[config.mk]
export PLATFORM = sky130hd
export DESIGN_NAME = scsfm_top
export DESIGN_NICKNAME = d
export VERILOG_FILES = /design/src/hw/scsfm_pkg.sv /design/src/hw/scsfm_top.sv
export SDC_FILE = /design/constraint.sdc
export NUM_CORES = 1
export LEC_CHECK = 0
export BUFFER_PORTS_ARGS = -buffer_cell sky130_fd_sc_hd__buf_2
export CAP_MARGIN = 20
export CORE_UTILIZATION = 30
export DETAILED_ROUTE_END_ITERATION = 10
export GPL_TIMING_DRIVEN = 0
export HOLD_SLACK_MARGIN = 0.15
export PLACE_DENSITY_LB_ADDON = 0.2
export SLEW_MARGIN = 20
export SYNTH_ARGS = -nofsm -noshare
export SYNTH_HDL_FRONTEND = slang
export SYNTH_SLANG_ARGS = --single-unit
export TNS_END_PERCENT = 100
[constraint.sdc]
create_clock -name CLK -period 2.1 [get_ports CLK]
set_clock_uncertainty 0.05 [all_clocks]
set_input_delay 0.105 -clock CLK [delete_from_list [all_inputs] [get_ports CLK]]
set_output_delay 0.105 -clock CLK [all_outputs]
set_load 0.1 [all_outputs]
[src/hw/scsfm_pkg.sv]
// constants and types for the system clock switch and fail-safe monitor
//
// Notes on behaviour
// [RULE1] target oscillator off: wait 10 us before new frequency applies
// [RULE2] switch waits current fall, holds low, joins on new rising edge
// [RULE3] moves among 8 MHz..125 kHz taps need no start-up delay
// [RULE4] clock select 0 takes configured source, 1 takes internal oscillator
// [RULE5] every reset clears the clock select bit
// [RULE6] automatic switches never change the clock select bit
// [RULE7] start-up done reads 1 only while running from the external source
// [RULE8] crystal modes count 1024 external oscillations before using them
// [RULE9] sleep aborts the start-up count and keeps start-up done clear
// [RULE10] two-speed needs switchover enable, select 0 and a crystal mode (code: the monitor enable also turns it on)
// [RULE11] two-speed entered after power-on (after power-up timer) and wake-up
// [RULE12] external clock, RC and other non-crystal modes disable two-speed
// [RULE13] run internally during the count, then on internal fall set done
// [RULE14] after done, hold clock low until external falls, then switch
// [RULE15] monitor enabled by its config bit, works for all external modes
// [RULE16] monitor arms only after reset or sleep exit and count expiry
// [RULE17] failure sets fail flag; interrupt raised when its enable is set
// [RULE18] after failure run internally until the fail-safe state exits
// [RULE19] entering fail-safe clears start-up done and the watchdog only
// [RULE20] sample clock is the slow internal oscillator divided by 64
// [RULE21] latch clears on sample rise, sets on primary fall, checked on fall
// [RULE22] fail-safe exits on reset, sleep or select change, not freq change
// [RULE23] fail flag cannot be cleared while fail-safe persists
// [RULE24] frequency codes 000=31k,001=125k .. 110=4M,111=8M
package scsfm_pkg;

    // ------------------------------------------------------------------
    // frequency select field
    // ------------------------------------------------------------------
    localparam int FREQ_W = 3;
    localparam logic [2:0] FREQ_RESET = 3'h6; // 4 MHz
    localparam logic [2:0] FREQ_SLOW = 3'h0; // 31 kHz tap
    localparam logic [2:0] FREQ_FAST_MAX = 3'h7; // 8 MHz, undivided

    // ------------------------------------------------------------------
    // oscillator configuration field
    // ------------------------------------------------------------------
    typedef enum logic [2:0] {
        OSC_LOW_POWER_CRYSTAL = 3'h0,
        OSC_CRYSTAL_MODE = 3'h1,
        OSC_HIGH_SPEED_CRYSTAL = 3'h2,
        OSC_EXTERNAL_CLOCK_INPUT = 3'h3,
        OSC_INTERNAL_IO = 3'h4,
        OSC_INTERNAL_CLOCK_OUTPUT = 3'h5,
        OSC_RC_IO = 3'h6,
        OSC_RC_CLOCK_OUTPUT = 3'h7
    } scsfm_osc_mode_e;

    // ------------------------------------------------------------------
    // timing
    // ------------------------------------------------------------------
    localparam int CLK_PERIOD_NS = 40;
    localparam int T_OSC_START_US = 10;
    localparam int OSC_START_CYCLES =
        (T_OSC_START_US * 1000 + CLK_PERIOD_NS - 1) / CLK_PERIOD_NS;
    localparam int DLY_W = 8;
    localparam int OST_COUNT = 1024;
    localparam int OST_W = 11;
    localparam int SAMPLE_DIV = 64;
    localparam int SAMPLE_W = 6;
    localparam int POST_W = 6;

    // ------------------------------------------------------------------
    // clock switch sequencer
    // ------------------------------------------------------------------
    typedef enum logic [1:0] {
        SW_RUN = 2'b00,
        SW_DELAY = 2'b01,
        SW_FALL = 2'b10,
        SW_HOLD = 2'b11
    } scsfm_sw_state_e;

endpackage : scsfm_pkg

[src/hw/scsfm_top.sv]
// system clock selection, two-speed start-up and fail-safe clock monitor
`timescale 1ns/1ps

module scsfm_top #(
    parameter int OST_LEN = scsfm_pkg::OST_COUNT,
    parameter int START_DLY = scsfm_pkg::OSC_START_CYCLES
) (
    input wire logic CLK,
    input wire logic NRST,
    input wire logic FAST_OSC,
    input wire logic SLOW_OSC,
    input wire logic EXT_OSC,
    input wire logic [2:0] OSC_MODE,
    input wire logic TWO_SPEED_ENABLE,
    input wire logic FAILSAFE_CONFIG_ENABLE,
    input wire logic POWERUP_TIMER_EN,
    input wire logic POWERUP_TIMER_DONE,
    input wire logic SLEEP_REQ,
    input wire logic WAKE_REQ,
    input wire logic FREQ_WR,
    input wire logic [2:0] FREQ_WDATA,
    input wire logic SELECT_WR,
    input wire logic SELECT_WDATA,
    input wire logic FAIL_FLAG_CLR,
    input wire logic OSC_FAIL_IRQ_ENABLE,
    output logic CLOCK_OUTPUT,
    output logic [2:0] INTOSC_FREQ_SELECT,
    output logic SYSCLK_SELECT,
    output logic STARTUP_DONE_FLAG,
    output logic FAST_OSC_STABLE_FLAG,
    output logic SLOW_OSC_STABLE_FLAG,
    output logic OSC_FAIL_FLAG,
    output logic OSC_FAIL_IRQ,
    output logic FAILSAFE_ACTIVE,
    output logic WATCHDOG_CLEAR,
    output logic ASLEEP
);

    // ------------------------------------------------------------------
    // pin synchronisers: fast, slow, external oscillators
    // ------------------------------------------------------------------
    logic [2:0] sync_a;
    logic [2:0] sync_b;
    logic [2:0] sync_c;
    logic fast_s;
    logic slow_s;
    logic ext_s;
    logic fast_rise;
    logic slow_rise;
    logic ext_rise;
    logic ext_fall;

    // two flops, then a third stage kept only for edge detection
    always_ff @(posedge CLK or negedge NRST) begin
        if (!NRST) begin
            sync_a <= 3'h0;
            sync_b <= 3'h0;
            sync_c <= 3'h0;
        end else begin
            sync_a <= {EXT_OSC, SLOW_OSC, FAST_OSC};
            sync_b <= sync_a;
            sync_c <= sync_b;
        end
    end

    assign fast_s = sync_b[0];
    assign slow_s = sync_b[1];
    assign ext_s = sync_b[2];
    assign fast_rise = sync_b[0] & ~sync_c[0];
    assign slow_rise = sync_b[1] & ~sync_c[1];
    assign ext_rise = sync_b[2] & ~sync_c[2];
    assign ext_fall = ~sync_b[2] & sync_c[2];

    // ------------------------------------------------------------------
    // configuration decode
    // ------------------------------------------------------------------
    logic crystal_cfg;
    logic ext_cfg;
    logic two_speed_on;

    // only the three crystal modes need the start-up count
    assign crystal_cfg =
        (OSC_MODE == scsfm_pkg::OSC_LOW_POWER_CRYSTAL) ||
        (OSC_MODE == scsfm_pkg::OSC_CRYSTAL_MODE) ||
        (OSC_MODE == scsfm_pkg::OSC_HIGH_SPEED_CRYSTAL); // [RULE12]
    // any mode that is not internal has a primary clock to watch
    assign ext_cfg = (OSC_MODE != scsfm_pkg::OSC_INTERNAL_IO) &&
        (OSC_MODE != scsfm_pkg::OSC_INTERNAL_CLOCK_OUTPUT); // [RULE15]
    // monitor enable forces two-speed behaviour as well
    assign two_speed_on = (TWO_SPEED_ENABLE | FAILSAFE_CONFIG_ENABLE) &&
        !SYSCLK_SELECT && crystal_cfg; // [RULE10]

    // ------------------------------------------------------------------
    // postscaler on the fast oscillator, tap picked by frequency code
    // ------------------------------------------------------------------
    logic [scsfm_pkg::POST_W-1:0] post_div;

    always_ff @(posedge CLK or negedge NRST) begin
        if (!NRST) begin
            post_div <= '0;
        end else if (fast_rise) begin
            post_div <= post_div + 1'b1;
        end
    end

    // all taps but 000 come from the fast oscillator
    function automatic logic tap_level(input logic [2:0] sel,
                                       input logic fast,
                                       input logic slow,
                                       input logic [5:0] div);
        logic [7:0] taps;
        taps = {fast, div[0], div[1], div[2], div[3], div[4], div[5], slow};
        return taps[sel]; // [RULE24]
    endfunction : tap_level

    // ------------------------------------------------------------------
    // sleep and power-on start events
    // ------------------------------------------------------------------
    logic por_pending;
    logic start_evt;

    // power-on start waits for the power-up timer when it is enabled
    assign start_evt = (por_pending &&
        (!POWERUP_TIMER_EN || POWERUP_TIMER_DONE)) || (ASLEEP && WAKE_REQ);

    always_ff @(posedge CLK or negedge NRST) begin
        if (!NRST) begin
            por_pending <= 1'b1;
        end else if (start_evt) begin
            por_pending <= 1'b0; // [RULE11]
        end
    end

    // sleep state; sleep wins over a wake in the same cycle
    always_ff @(posedge CLK or negedge NRST) begin
        if (!NRST) begin
            ASLEEP <= 1'b0;
        end else if (SLEEP_REQ) begin
            ASLEEP <= 1'b1;
        end else if (WAKE_REQ) begin
            ASLEEP <= 1'b0;
        end
    end

    // ------------------------------------------------------------------
    // oscillator start-up timer
    // ------------------------------------------------------------------
    logic [scsfm_pkg::OST_W-1:0] ost_cnt;
    logic ost_run;
    logic ost_done;

    // counts external rising edges; sleep aborts the count
    always_ff @(posedge CLK or negedge NRST) begin
        if (!NRST) begin
            ost_cnt <= '0;
            ost_run <= 1'b0;
            ost_done <= 1'b0;
        end else if (SLEEP_REQ) begin
            ost_run <= 1'b0; // [RULE9]
            ost_done <= 1'b0;
        end else if (start_evt) begin
            ost_cnt <= '0;
            ost_run <= crystal_cfg; // [RULE8]
            ost_done <= !crystal_cfg; // [RULE12]
        end else if (ost_run && ext_rise) begin
            if (ost_cnt == scsfm_pkg::OST_W'(OST_LEN - 1)) begin
                ost_run <= 1'b0;
                ost_done <= 1'b1; // [RULE8]
            end
            ost_cnt <= ost_cnt + 1'b1;
        end
    end

    // ------------------------------------------------------------------
    // software control bits
    // ------------------------------------------------------------------
    logic select_change;

    assign select_change = SELECT_WR && (SELECT_WDATA != SYSCLK_SELECT);

    // select bit only moves on software writes
    always_ff @(posedge CLK or negedge NRST) begin
        if (!NRST) begin
            SYSCLK_SELECT <= 1'b0; // [RULE5]
            INTOSC_FREQ_SELECT <= scsfm_pkg::FREQ_RESET;
        end else begin
            if (SELECT_WR) begin
                SYSCLK_SELECT <= SELECT_WDATA; // [RULE6]
            end
            if (FREQ_WR) begin
                INTOSC_FREQ_SELECT <= FREQ_WDATA;
            end
        end
    end

    // ------------------------------------------------------------------
    // fail-safe monitor: sample clock and seen latch
    // ------------------------------------------------------------------
    logic [scsfm_pkg::SAMPLE_W-1:0] sample_div;
    logic sample_q;
    logic sample_rise;
    logic sample_fall;
    logic clock_seen_latch;
    logic monitor_armed;
    logic fail_detect;

    // slow oscillator divided by 64
    always_ff @(posedge CLK or negedge NRST) begin
        if (!NRST) begin
            sample_div <= '0;
            sample_q <= 1'b0;
        end else begin
            if (slow_rise) begin
                sample_div <= sample_div + 1'b1; // [RULE20]
            end
            sample_q <= sample_div[scsfm_pkg::SAMPLE_W-1];
        end
    end

    assign sample_rise = sample_div[scsfm_pkg::SAMPLE_W-1] & ~sample_q;
    assign sample_fall = ~sample_div[scsfm_pkg::SAMPLE_W-1] & sample_q;

    // a primary falling edge in the same cycle as a clear still sets it
    always_ff @(posedge CLK or negedge NRST) begin
        if (!NRST) begin
            clock_seen_latch <= 1'b0;
        end else if (ext_fall) begin
            clock_seen_latch <= 1'b1; // [RULE21]
        end else if (sample_rise) begin
            clock_seen_latch <= 1'b0; // [RULE21]
        end
    end

    // watching starts only once the start-up count has expired
    // an exit request in the detection cycle wins over the detection
    assign monitor_armed = FAILSAFE_CONFIG_ENABLE && ext_cfg &&
        !SYSCLK_SELECT && ost_done && !ASLEEP && !FAILSAFE_ACTIVE &&
        !SLEEP_REQ && !select_change; // [RULE16] [RULE22]
    assign fail_detect = monitor_armed && sample_fall &&
        !clock_seen_latch; // [RULE21]

    // fail-safe state, left only by reset, sleep or a select change
    always_ff @(posedge CLK or negedge NRST) begin
        if (!NRST) begin
            FAILSAFE_ACTIVE <= 1'b0; // [RULE22]
            WATCHDOG_CLEAR <= 1'b0;
        end else begin
            WATCHDOG_CLEAR <= fail_detect; // [RULE19]
            if (fail_detect) begin
                FAILSAFE_ACTIVE <= 1'b1; // [RULE18]
            end else if (SLEEP_REQ || select_change) begin
                FAILSAFE_ACTIVE <= 1'b0; // [RULE22]
            end
        end
    end

    // fail flag: set wins over clear, clear refused during fail-safe
    always_ff @(posedge CLK or negedge NRST) begin
        if (!NRST) begin
            OSC_FAIL_FLAG <= 1'b0;
            OSC_FAIL_IRQ <= 1'b0;
        end else begin
            if (fail_detect) begin
                OSC_FAIL_FLAG <= 1'b1; // [RULE17]
            end else if (FAIL_FLAG_CLR && !FAILSAFE_ACTIVE) begin
                OSC_FAIL_FLAG <= 1'b0; // [RULE23]
            end
            OSC_FAIL_IRQ <= (OSC_FAIL_FLAG | fail_detect) &&
                OSC_FAIL_IRQ_ENABLE; // [RULE17]
        end
    end

    // ------------------------------------------------------------------
    // clock switch sequencer
    // ------------------------------------------------------------------
    scsfm_pkg::scsfm_sw_state_e sw_state;
    logic cur_ext;
    logic [2:0] cur_freq;
    logic tgt_ext;
    logic [2:0] tgt_freq;
    logic [scsfm_pkg::DLY_W-1:0] dly_cnt;
    logic want_ext;
    logic cur_lvl;
    logic cur_lvl_q;
    logic tgt_lvl;
    logic tgt_lvl_q;
    logic cur_fall;
    logic tgt_rise;
    logic need_switch;
    logic crosses;
    logic target_off;

    // external source only when configured, selected and proven stable
    assign want_ext = ext_cfg && !SYSCLK_SELECT && !FAILSAFE_ACTIVE &&
        ost_done && !ASLEEP; // [RULE4] [RULE18]
    assign need_switch = (want_ext != cur_ext) ||
        (!want_ext && INTOSC_FREQ_SELECT != cur_freq);
    assign cur_lvl = cur_ext ? ext_s :
        tap_level(cur_freq, fast_s, slow_s, post_div);
    assign tgt_lvl = tap_level(tgt_freq, fast_s, slow_s, post_div);
    assign cur_fall = cur_lvl_q & ~cur_lvl;
    assign tgt_rise = tgt_lvl & ~tgt_lvl_q;
    // moving between the fast and slow oscillator, not among fast taps
    assign crosses = (INTOSC_FREQ_SELECT == scsfm_pkg::FREQ_SLOW) !=
        (cur_freq == scsfm_pkg::FREQ_SLOW); // [RULE3]
    assign target_off = (INTOSC_FREQ_SELECT == scsfm_pkg::FREQ_SLOW) ?
        !SLOW_OSC_STABLE_FLAG : !FAST_OSC_STABLE_FLAG;

    // previous levels for edge detection of current and target clocks
    always_ff @(posedge CLK or negedge NRST) begin
        if (!NRST) begin
            cur_lvl_q <= 1'b0;
            tgt_lvl_q <= 1'b0;
        end else begin
            cur_lvl_q <= cur_lvl;
            tgt_lvl_q <= tgt_lvl;
        end
    end

    // one switch at a time; a new request is seen after return to run
    always_ff @(posedge CLK or negedge NRST) begin
        if (!NRST) begin
            sw_state <= scsfm_pkg::SW_RUN;
            cur_ext <= 1'b0;
            cur_freq <= scsfm_pkg::FREQ_RESET;
            tgt_ext <= 1'b0;
            tgt_freq <= scsfm_pkg::FREQ_RESET;
            dly_cnt <= '0;
        end else begin
            unique case (sw_state)
                scsfm_pkg::SW_RUN: begin
                    tgt_ext <= want_ext;
                    tgt_freq <= INTOSC_FREQ_SELECT;
                    if (need_switch) begin
                        if (cur_ext && FAILSAFE_ACTIVE) begin
                            // primary is dead: no edge to wait for
                            sw_state <= scsfm_pkg::SW_HOLD; // [RULE18]
                        end else if (!want_ext && !cur_ext && crosses &&
                                     target_off) begin
                            dly_cnt <= scsfm_pkg::DLY_W'(START_DLY - 1);
                            sw_state <= scsfm_pkg::SW_DELAY; // [RULE1]
                        end else begin
                            sw_state <= scsfm_pkg::SW_FALL; // [RULE3]
                        end
                    end
                end
                scsfm_pkg::SW_DELAY: begin
                    dly_cnt <= dly_cnt - 1'b1;
                    if (dly_cnt == '0) begin
                        sw_state <= scsfm_pkg::SW_FALL; // [RULE1]
                    end
                end
                scsfm_pkg::SW_FALL: begin
                    if (cur_fall) begin
                        sw_state <= scsfm_pkg::SW_HOLD; // [RULE2] [RULE13]
                    end
                end
                scsfm_pkg::SW_HOLD: begin
                    if (tgt_ext && ext_fall) begin
                        cur_ext <= 1'b1; // [RULE14]
                        sw_state <= scsfm_pkg::SW_RUN;
                    end else if (!tgt_ext && tgt_rise) begin
                        cur_ext <= 1'b0; // [RULE2]
                        cur_freq <= tgt_freq;
                        sw_state <= scsfm_pkg::SW_RUN;
                    end
                end
            endcase
        end
    end

    // ------------------------------------------------------------------
    // status flags
    // ------------------------------------------------------------------
    logic join_int;

    assign join_int = (sw_state == scsfm_pkg::SW_HOLD) && !tgt_ext &&
        tgt_rise;

    // done flag follows the source actually driving the clock
    always_ff @(posedge CLK or negedge NRST) begin
        if (!NRST) begin
            STARTUP_DONE_FLAG <= 1'b0;
        end else if (fail_detect || SLEEP_REQ) begin
            STARTUP_DONE_FLAG <= 1'b0; // [RULE19] [RULE9]
        end else if (sw_state == scsfm_pkg::SW_FALL && tgt_ext &&
                     cur_fall) begin
            STARTUP_DONE_FLAG <= 1'b1; // [RULE13] [RULE7]
        end else if (join_int) begin
            STARTUP_DONE_FLAG <= 1'b0; // [RULE7]
        end
    end

    // stable flags move when an internal tap is connected
    always_ff @(posedge CLK or negedge NRST) begin
        if (!NRST) begin
            FAST_OSC_STABLE_FLAG <= 1'b1;
            SLOW_OSC_STABLE_FLAG <= 1'b0;
        end else if (join_int) begin
            FAST_OSC_STABLE_FLAG <=
                (tgt_freq != scsfm_pkg::FREQ_SLOW); // [RULE2]
            if (!cur_ext) begin
                // a fail-safe fallback leaves the slow flag alone
                SLOW_OSC_STABLE_FLAG <= (tgt_freq == scsfm_pkg::FREQ_SLOW) ||
                    FAILSAFE_CONFIG_ENABLE || POWERUP_TIMER_EN; // [RULE19]
            end
        end
    end

    // ------------------------------------------------------------------
    // clock output
    // ------------------------------------------------------------------
    logic exec_hold;

    // without two-speed, crystal start-up stalls execution entirely
    assign exec_hold = (crystal_cfg && !SYSCLK_SELECT && !ost_done &&
        !two_speed_on) || por_pending; // [RULE10] [RULE13]

    // held low while asleep, stalled, or between two sources
    always_ff @(posedge CLK or negedge NRST) begin
        if (!NRST) begin
            CLOCK_OUTPUT <= 1'b0;
        end else begin
            CLOCK_OUTPUT <= cur_lvl && !ASLEEP && !exec_hold &&
                (sw_state != scsfm_pkg::SW_HOLD); // [RULE2] [RULE14]
        end
    end

endmodule : scsfm_top
==> results of run 1 <==
per-layer routing:
metal	GRT usage (%)	up-vias	wire [um]
li1	-	1262	-
met1	18.73	1245	3660
met2	22.19	28	3684
met3	3.407	12	179
met4	5.143	0	118
met5	0	-	0
synthesized netlist by cell type, types with 3 or more instances:
master,number
o21ai_0,6
ha_1,10
or3_1,5
nand4_1,7
a211oi_1,5
clkbuf_1,4
xnor2_1,16
or3b_2,3
a21o_1,3
nand2b_1,3
dfrtp_1,62
xor2_1,7
mux4_2,3
mux2_2,15
nor2_1,22
a2111oi_0,3
dfstp_2,8
nand3_1,9
nor3_1,5
nand2_1,18
nor2b_1,6
mux2i_1,4
a21oi_1,6
nor4_1,3
inv_1,20
nand3b_1,5
path summary, 6_finish.rpt:
path | start | to | depth (start not counted) | slack, ns
hold reg to reg | sync_a[1] | sync_b[1] | 0 | 0.30
setup / recovery | ASLEEP | sw_state[0] | 8 | -0.14
min in group asynchronous | NRST | sync_a[0] | 2 | 0.22
hold / removal | OSC_MODE[2] | CLOCK_OUTPUT | 3 | 0.16
setup reg to reg | ASLEEP | sw_state[0] | 8 | -0.14
max in group asynchronous | NRST | INTOSC_FREQ_SELECT[2] | 3 | 1.15
logic make-up (layout without fill, tap and decap cells):
| kind of cell | Yosys count | count (layout) | share of synthesized area (%) |
|---|---|---|---|
| AOI/OAI and AO/OA | 50 | 51 | 12.20 |
| xor gates and xnor gates | 23 | 23 | 5.846 |
| adders and majority gates | 10 | 10 | 3.631 |
| buffers and inverters | 26 | 114 | 2.905 |
| DFF | 70 | 70 | 51.13 |
| muxes | 24 | 24 | 8.787 |
| and+or+nand+nor | 99 | 99 | 15.50 |
timing repair:
item,in CTS,in global routing
hold buffers,19,0
buffers inserted,15,2
endpoints found under the hold margin,79,0
resized for setup,23,10
endpoints found under the setup margin,15,17
gates cloned,2,0
pin swaps,8,1
state kept, by name, summed over array words and instances (netlist names), 2 cells and up:
register,flops
ost_cnt,11
dly_cnt,8
post_div,6
sample_div,6
INTOSC_FREQ_SELECT,3
cur_freq,3
sync_a,3
sync_b,3
sync_c,3
tgt_freq,3
sw_state,2
worst max-delay path: cells and delay by family, from the launching register on:
| family | cells | cell delay, ns |
|---|---|---|
| AOI/OAI and AO/OA | 3 | 0.52 |
| adders and majority gates | 1 | 0.27 |
| buffers and inverters | 2 | 0.21 |
| DFF | 1 | 0.49 |
| muxes | 1 | 0.33 |
| and+or+nand+nor | 1 | 0.27 |
report_power, final:
part / internal [uW] / total [uW] / switching [uW]
logic: 1160 / 2500 / 1340
registers: 1710 / 2040 / 329
clock network: 1170 / 1750 / 589
area by class of cell:
class | count | area, um^2
clock buffer | 9 | 225.2
timing repair buffer | 72 | 525.5
buffer | 6 | 32.53
clock inverter | 7 | 120.1
sequential | 70 | 1774
inverter | 20 | 75.07
fill | 1027 | 6315
tap | 140 | 175.2
multi-input combinational | 207 | 1788
per-stage QoR:
stage	cells	cell area, um^2
2_1_floorplan	302	3503
3_3_place_gp	476	3849
3_5_place_dp	477	3871
4_1_cts	529	4661
5_1_grt	531	4716
6_report	531	4716
==> results.json, run 1 <==
{
  "synth_area_leaders": "dfrtp_1, dfstp_2, mux2_2",
  "dp_slack_ns": -0.3311,
  "fin_util_pct": 42.75,
  "vdd_drop_max_v": 0.0005981,
  "start_kind": "flip-flop",
  "drive_above_1_share_pct": 36.06,
  "clk_latency_ns": 0.33,
  "wl_per_cell_um": 14.39,
  "min_period_ns": 2.243,
  "crit_type": "reg2reg",
  "gp_congestion": 0.7398,
  "syn_avg_cell_area_um2": 11.41,
  "antenna_cells": 0,
  "ant_nets": 0,
  "dp_hpwl_um": 5177,
  "yosysSeqAreaShare_pct": 51.13,
  "routed-via-count": 2547,
  "power_density_nw_per_um2": 1336,
  "hold_viol": 0,
  "port_buffers": 34,
  "async_flop_share_pct": 100.0,
  "viasPerCell": 4.797,
  "cts_tree": "done",
  "total_power_uw": 6298,
  "cp_max_fo": 3,
  "synth_edf_count": 0,
  "status": "finished with violations",
  "synth.ff_latch_count": 70,
  "finalSetupViolations": 10,
  "mostFrequentLayoutCell": "dfrtp_1",
  "setup_ws_ns": -0.1428,
  "initialDrtViolationCount": 88,
  "violations": "negative setup slack",
  "rsz0062_at_grt": "true",
  "synth_area_um2": 3446,
  "maxClockFrequency_mhz": 445.9,
  "clk_pin_slew_ns": 0.06,
  "holdWs_ns": 0.1597,
  "core_region_area_um2": 11030,
  "fin_crit_sh_pct": 106.8,
  "numCtsBuffers": 9,
  "syn_inst": 302,
  "end_kind": "flip-flop",
  "max-cap-violations": 0,
  "finalMaxSlewViolations": 0,
  "finalNetCount": 418,
  "grt_max_degree": 38,
  "synth_top_area_share_pct": 45.03,
  "crit_chain": "nor4b_4 > o21a_2 > inv_2 > ha_4 > a211oi_4 > buf_4 > a2111oi_4 > mux2_4",
  "htreeDepth": 3,
  "tightest_slew_ns": 0.6260,
  "rows": 38,
  "dieArea_um2": 11920,
  "drc": 0,
  "grt_overflow": 0,
  "final.setup.tns_ns": -0.7149,
  "slowest_delay_ns": 0.49,
  "synthDistinctLibCells": 60,
  "synth_warnings": 0,
  "start_util_pct": 31.24,
  "synth_nets": 334,
  "min_path_type": "in2reg",
  "die_w_um": 109.2,
  "p_leak_uw": 0.002006,
  "grt_pass1_vias": 2580,
  "antenna_found_initial": 0,
  "io-pin-count": 35,
  "grt_pass1_wl_um": 12770,
  "final_cell_mix": "dfrtp_1, buf_2, nor2_1",
  "fp.dieH_um": 109.2,
  "drtPass1Iterations": 4,
  "yosys.area.top_type": "dfrtp_1",
  "cpMaxStageDelayCell": "dfrtp_4",
  "syn_to_final_growth_pct": 36.86,
  "critical_path_required_ns": 2.27,
  "root_buffer": "clkbuf_16",
  "slew_headroom_pct": 58.27,
  "ys.flop_type": "dfrtp_1",
  "cts.sinks": 70,
  "track_usage_pct": 14.08,
  "arrival_ns": 2.41,
  "wirelength_um": 7641,
  "clockBufferDepth": 2
}
No activity file was read; power rests on OpenSTA's default activity.
==> inputs of run 2 (changes only) <==
--- a/config.mk
+++ b/config.mk
@@ -11,7 +11,7 @@
 export DETAILED_ROUTE_END_ITERATION = 10
 export GPL_TIMING_DRIVEN = 0
 export HOLD_SLACK_MARGIN = 0.15
-export PLACE_DENSITY_LB_ADDON = 0.2
+export PLACE_DENSITY = 0.51
 export SLEW_MARGIN = 20
 export SYNTH_ARGS = -nofsm -noshare
 export SYNTH_HDL_FRONTEND = slang
==> run 2 against run 1 <==
  * The flow still finishes with violations (negative setup slack)
  * Core utilization fell by 1.5 points
  * Hold slack improved by 0.035 ns
  * Sequential cell count stayed put
  * Total power fell by 6.7%
  * Non-clock buffer count decreased by 4
  * First-iteration DRC count is 18% higher
  * Routed wire length decreased by 2.0%
  * Register-to-register slack hardly changed
  * Maximum frequency increased by 0.27%
  * Global-route usage shrank 0.10 points
  * Clock-buffer cell count unchanged
  * Critical path type unchanged
  * Largest cell class is now registers
  * Largest power group unchanged
==> results.json, run 2 (synthesis results as in run 1) <==
{
  "slew_headroom_pct": 60.01,
  "antenna_found_initial": 0,
  "final_cells": 526,
  "dp_slack_ns": -0.3113,
  "slowest_delay_ns": 0.47,
  "p_sw_uw": 2192,
  "routed-via-count": 2576,
  "maxClockFrequency_mhz": 447.1,
  "switching_share_pct": 37.31,
  "start_util_pct": 31.24,
  "grt_max_degree": 37,
  "clk_pin_slew_ns": 0.06,
  "fp.dieH_um": 109.2,
  "top_register": "ost_cnt",
  "nFillCells": 1064,
  "total_power_uw": 5875,
  "port_buffers": 34,
  "violations": "negative setup slack",
  "seq_power_share_pct": 34.7,
  "final.setup.tns_ns": -0.9225,
  "mostFrequentLayoutCell": "dfrtp_1",
  "crit_chain": "nor4b_2 > o21a_2 > inv_4 > ha_4 > a211oi_4 > a2111oi_4 > mux2_4",
  "min_period_ns": 2.237,
  "drtPass1Iterations": 4,
  "intPower_uw": 3683,
  "start_kind": "flip-flop",
  "clockBufferDepth": 2,
  "rows": 38,
  "finalMaxSlewViolations": 0,
  "critical_path_required_ns": 2.27,
  "vdd_drop_max_v": 0.0004212,
  "grt_overflow": 0,
  "dp_hpwl_um": 5134,
  "arrival_ns": 2.41,
  "wl_per_cell_um": 14.24,
  "syn_to_final_growth_pct": 32.06,
  "rsz0062_at_grt": "true",
  "tightest_slew_ns": 0.5998,
  "p_clk_share_pct": 26.2,
  "finalNetCount": 413,
  "cp_max_fo": 4,
  "grt_pass1_vias": 2606,
  "core_region_area_um2": 11030,
  "wirelength_um": 7489,
  "drc": 0,
  "final_cell_mix": "dfrtp_1, buf_2, nor2_1, dlygate4sd3_1, inv_1",
  "max-cap-violations": 0,
  "place_inst": 477,
  "grt_pass1_wl_um": 12580,
  "cpMaxStageDelayCell": "dfrtp_4",
  "fin_crit_sh_pct": 106.5,
  "gp_congestion": 0.7277,
  "hold_viol": 0,
  "numCtsBuffers": 9,
  "largest_reg_flops": 11,
  "io-pin-count": 35,
  "cts_tree": "done",
  "p_leak_uw": 0.001920,
  "crit_type": "reg2reg",
  "track_usage_pct": 13.98,
  "initialDrtViolationCount": 104,
  "ant_nets": 0,
  "drive_above_1_share_pct": 31.87,
  "power_density_nw_per_um2": 1291,
  "path_buf_inv": 1,
  "finalSetupViolations": 10,
  "die_w_um": 109.2,
  "status": "finished with violations",
  "htreeDepth": 3,
  "clk_latency_ns": 0.33,
  "min_path_type": "in2reg",
  "end_kind": "flip-flop",
  "setup_ws_ns": -0.1367,
  "holdWs_ns": 0.1950,
  "root_buffer": "clkbuf_16",
  "antenna_cells": 0,
  "cts.sinks": 70,
  "reg_top3": "ost_cnt: 11 flops, dly_cnt: 8 flops",
  "power_frac_comb_pct": 39.2,
  "viasPerCell": 4.897,
  "critPathTopFamily": "compound AO/OA/AOI/OAI gates",
  "dieArea_um2": 11920
}
==> run 2: cell types whose count changed in the layout (fill, tap and decap cells not counted), sizes merged <==
cell         change
bufinv           -2
inv              -1
buf              -7
dlygate4sd3      +3
clkinv           +3
o211ai           -1
==> run 2: path summary, 6_finish.rpt <==
kind	start	slack (ns)	endpoint	depth (start not counted)
min	OSC_MODE[0]	0.19	ost_run	5
max in group asynchronous	NRST	1.16	cur_freq[2]	3
min in group asynchronous	NRST	0.22	sync_a[0]	2
max	ASLEEP	-0.14	sw_state[0]	7
min reg2reg	sync_a[1]	0.30	sync_b[1]	0
max reg2reg	ASLEEP	-0.14	sw_state[0]	7
==> run 2: repair_timing <==
| action | in CTS | in global routing |
|---|---|---|
| endpoints found under the setup margin | 15 | 15 |
| buffers inserted | 7 | 3 |
| hold endpoints to repair | 80 | 1 |
| cloned | 1 | 0 |
| pin swaps | 7 | 3 |
| hold buffers | 22 | 1 |
| resized for setup | 9 | 7 |
==> run 2: area by class of cell <==
class | instances | area, um^2 | area share [%]
Buffer | 6 | 31.28 | 0.6874
Multi-Input combinational cell | 206 | 1698 | 37.31
Clock inverter | 7 | 73.82 | 1.622
Timing Repair Buffer | 68 | 495.5 | 10.89
Sequential cell | 70 | 1774 | 38.99
Clock buffer | 9 | 225.2 | 4.949
Tap cell | 140 | 175.2 | 3.849
Inverter | 20 | 77.57 | 1.705
==> run 2: through the flow <==
step | util [%] | area [um^2]
after global routing | 41.25 | 4551
final | 41.25 | 4551
after CTS | 40.70 | 4489
after global placement | 34.89 | 3849
after detailed placement | 35.10 | 3871
after floorplan | - | 3503
==> run 2: routing by layer <==
metal	track usage (%)	share of wire, %	vias to the layer above
li1	-	-	1250
met2	22.42	49	38
met1	17.67	47	1280
met3	4.124	2.6	8
met4	5.429	1.2	0
met5	0	0	-
==> run 2: power groups by stage <==
stage / Clock (uW) / Sequential, uW / Combinational (uW)
after detailed placement: 0 / 2070 / 2020
after floorplan: 0 / 2240 / 1380
after CTS: 1590 / 2040 / 2210
final: 1540 / 2040 / 2300
after global routing: 1640 / 2090 / 2500
after global placement: 0 / 2060 / 1990
==> run 2: worst register-to-register path, stage by stage, from the launching register on <==
cell and delay [ns]:
dfrtp_4 0.47, nor4b_2 0.26, o21a_2 0.25, inv_4 0.05
ha_4 0.27, a211oi_4 0.05, a2111oi_4 0.39, mux2_4 0.33
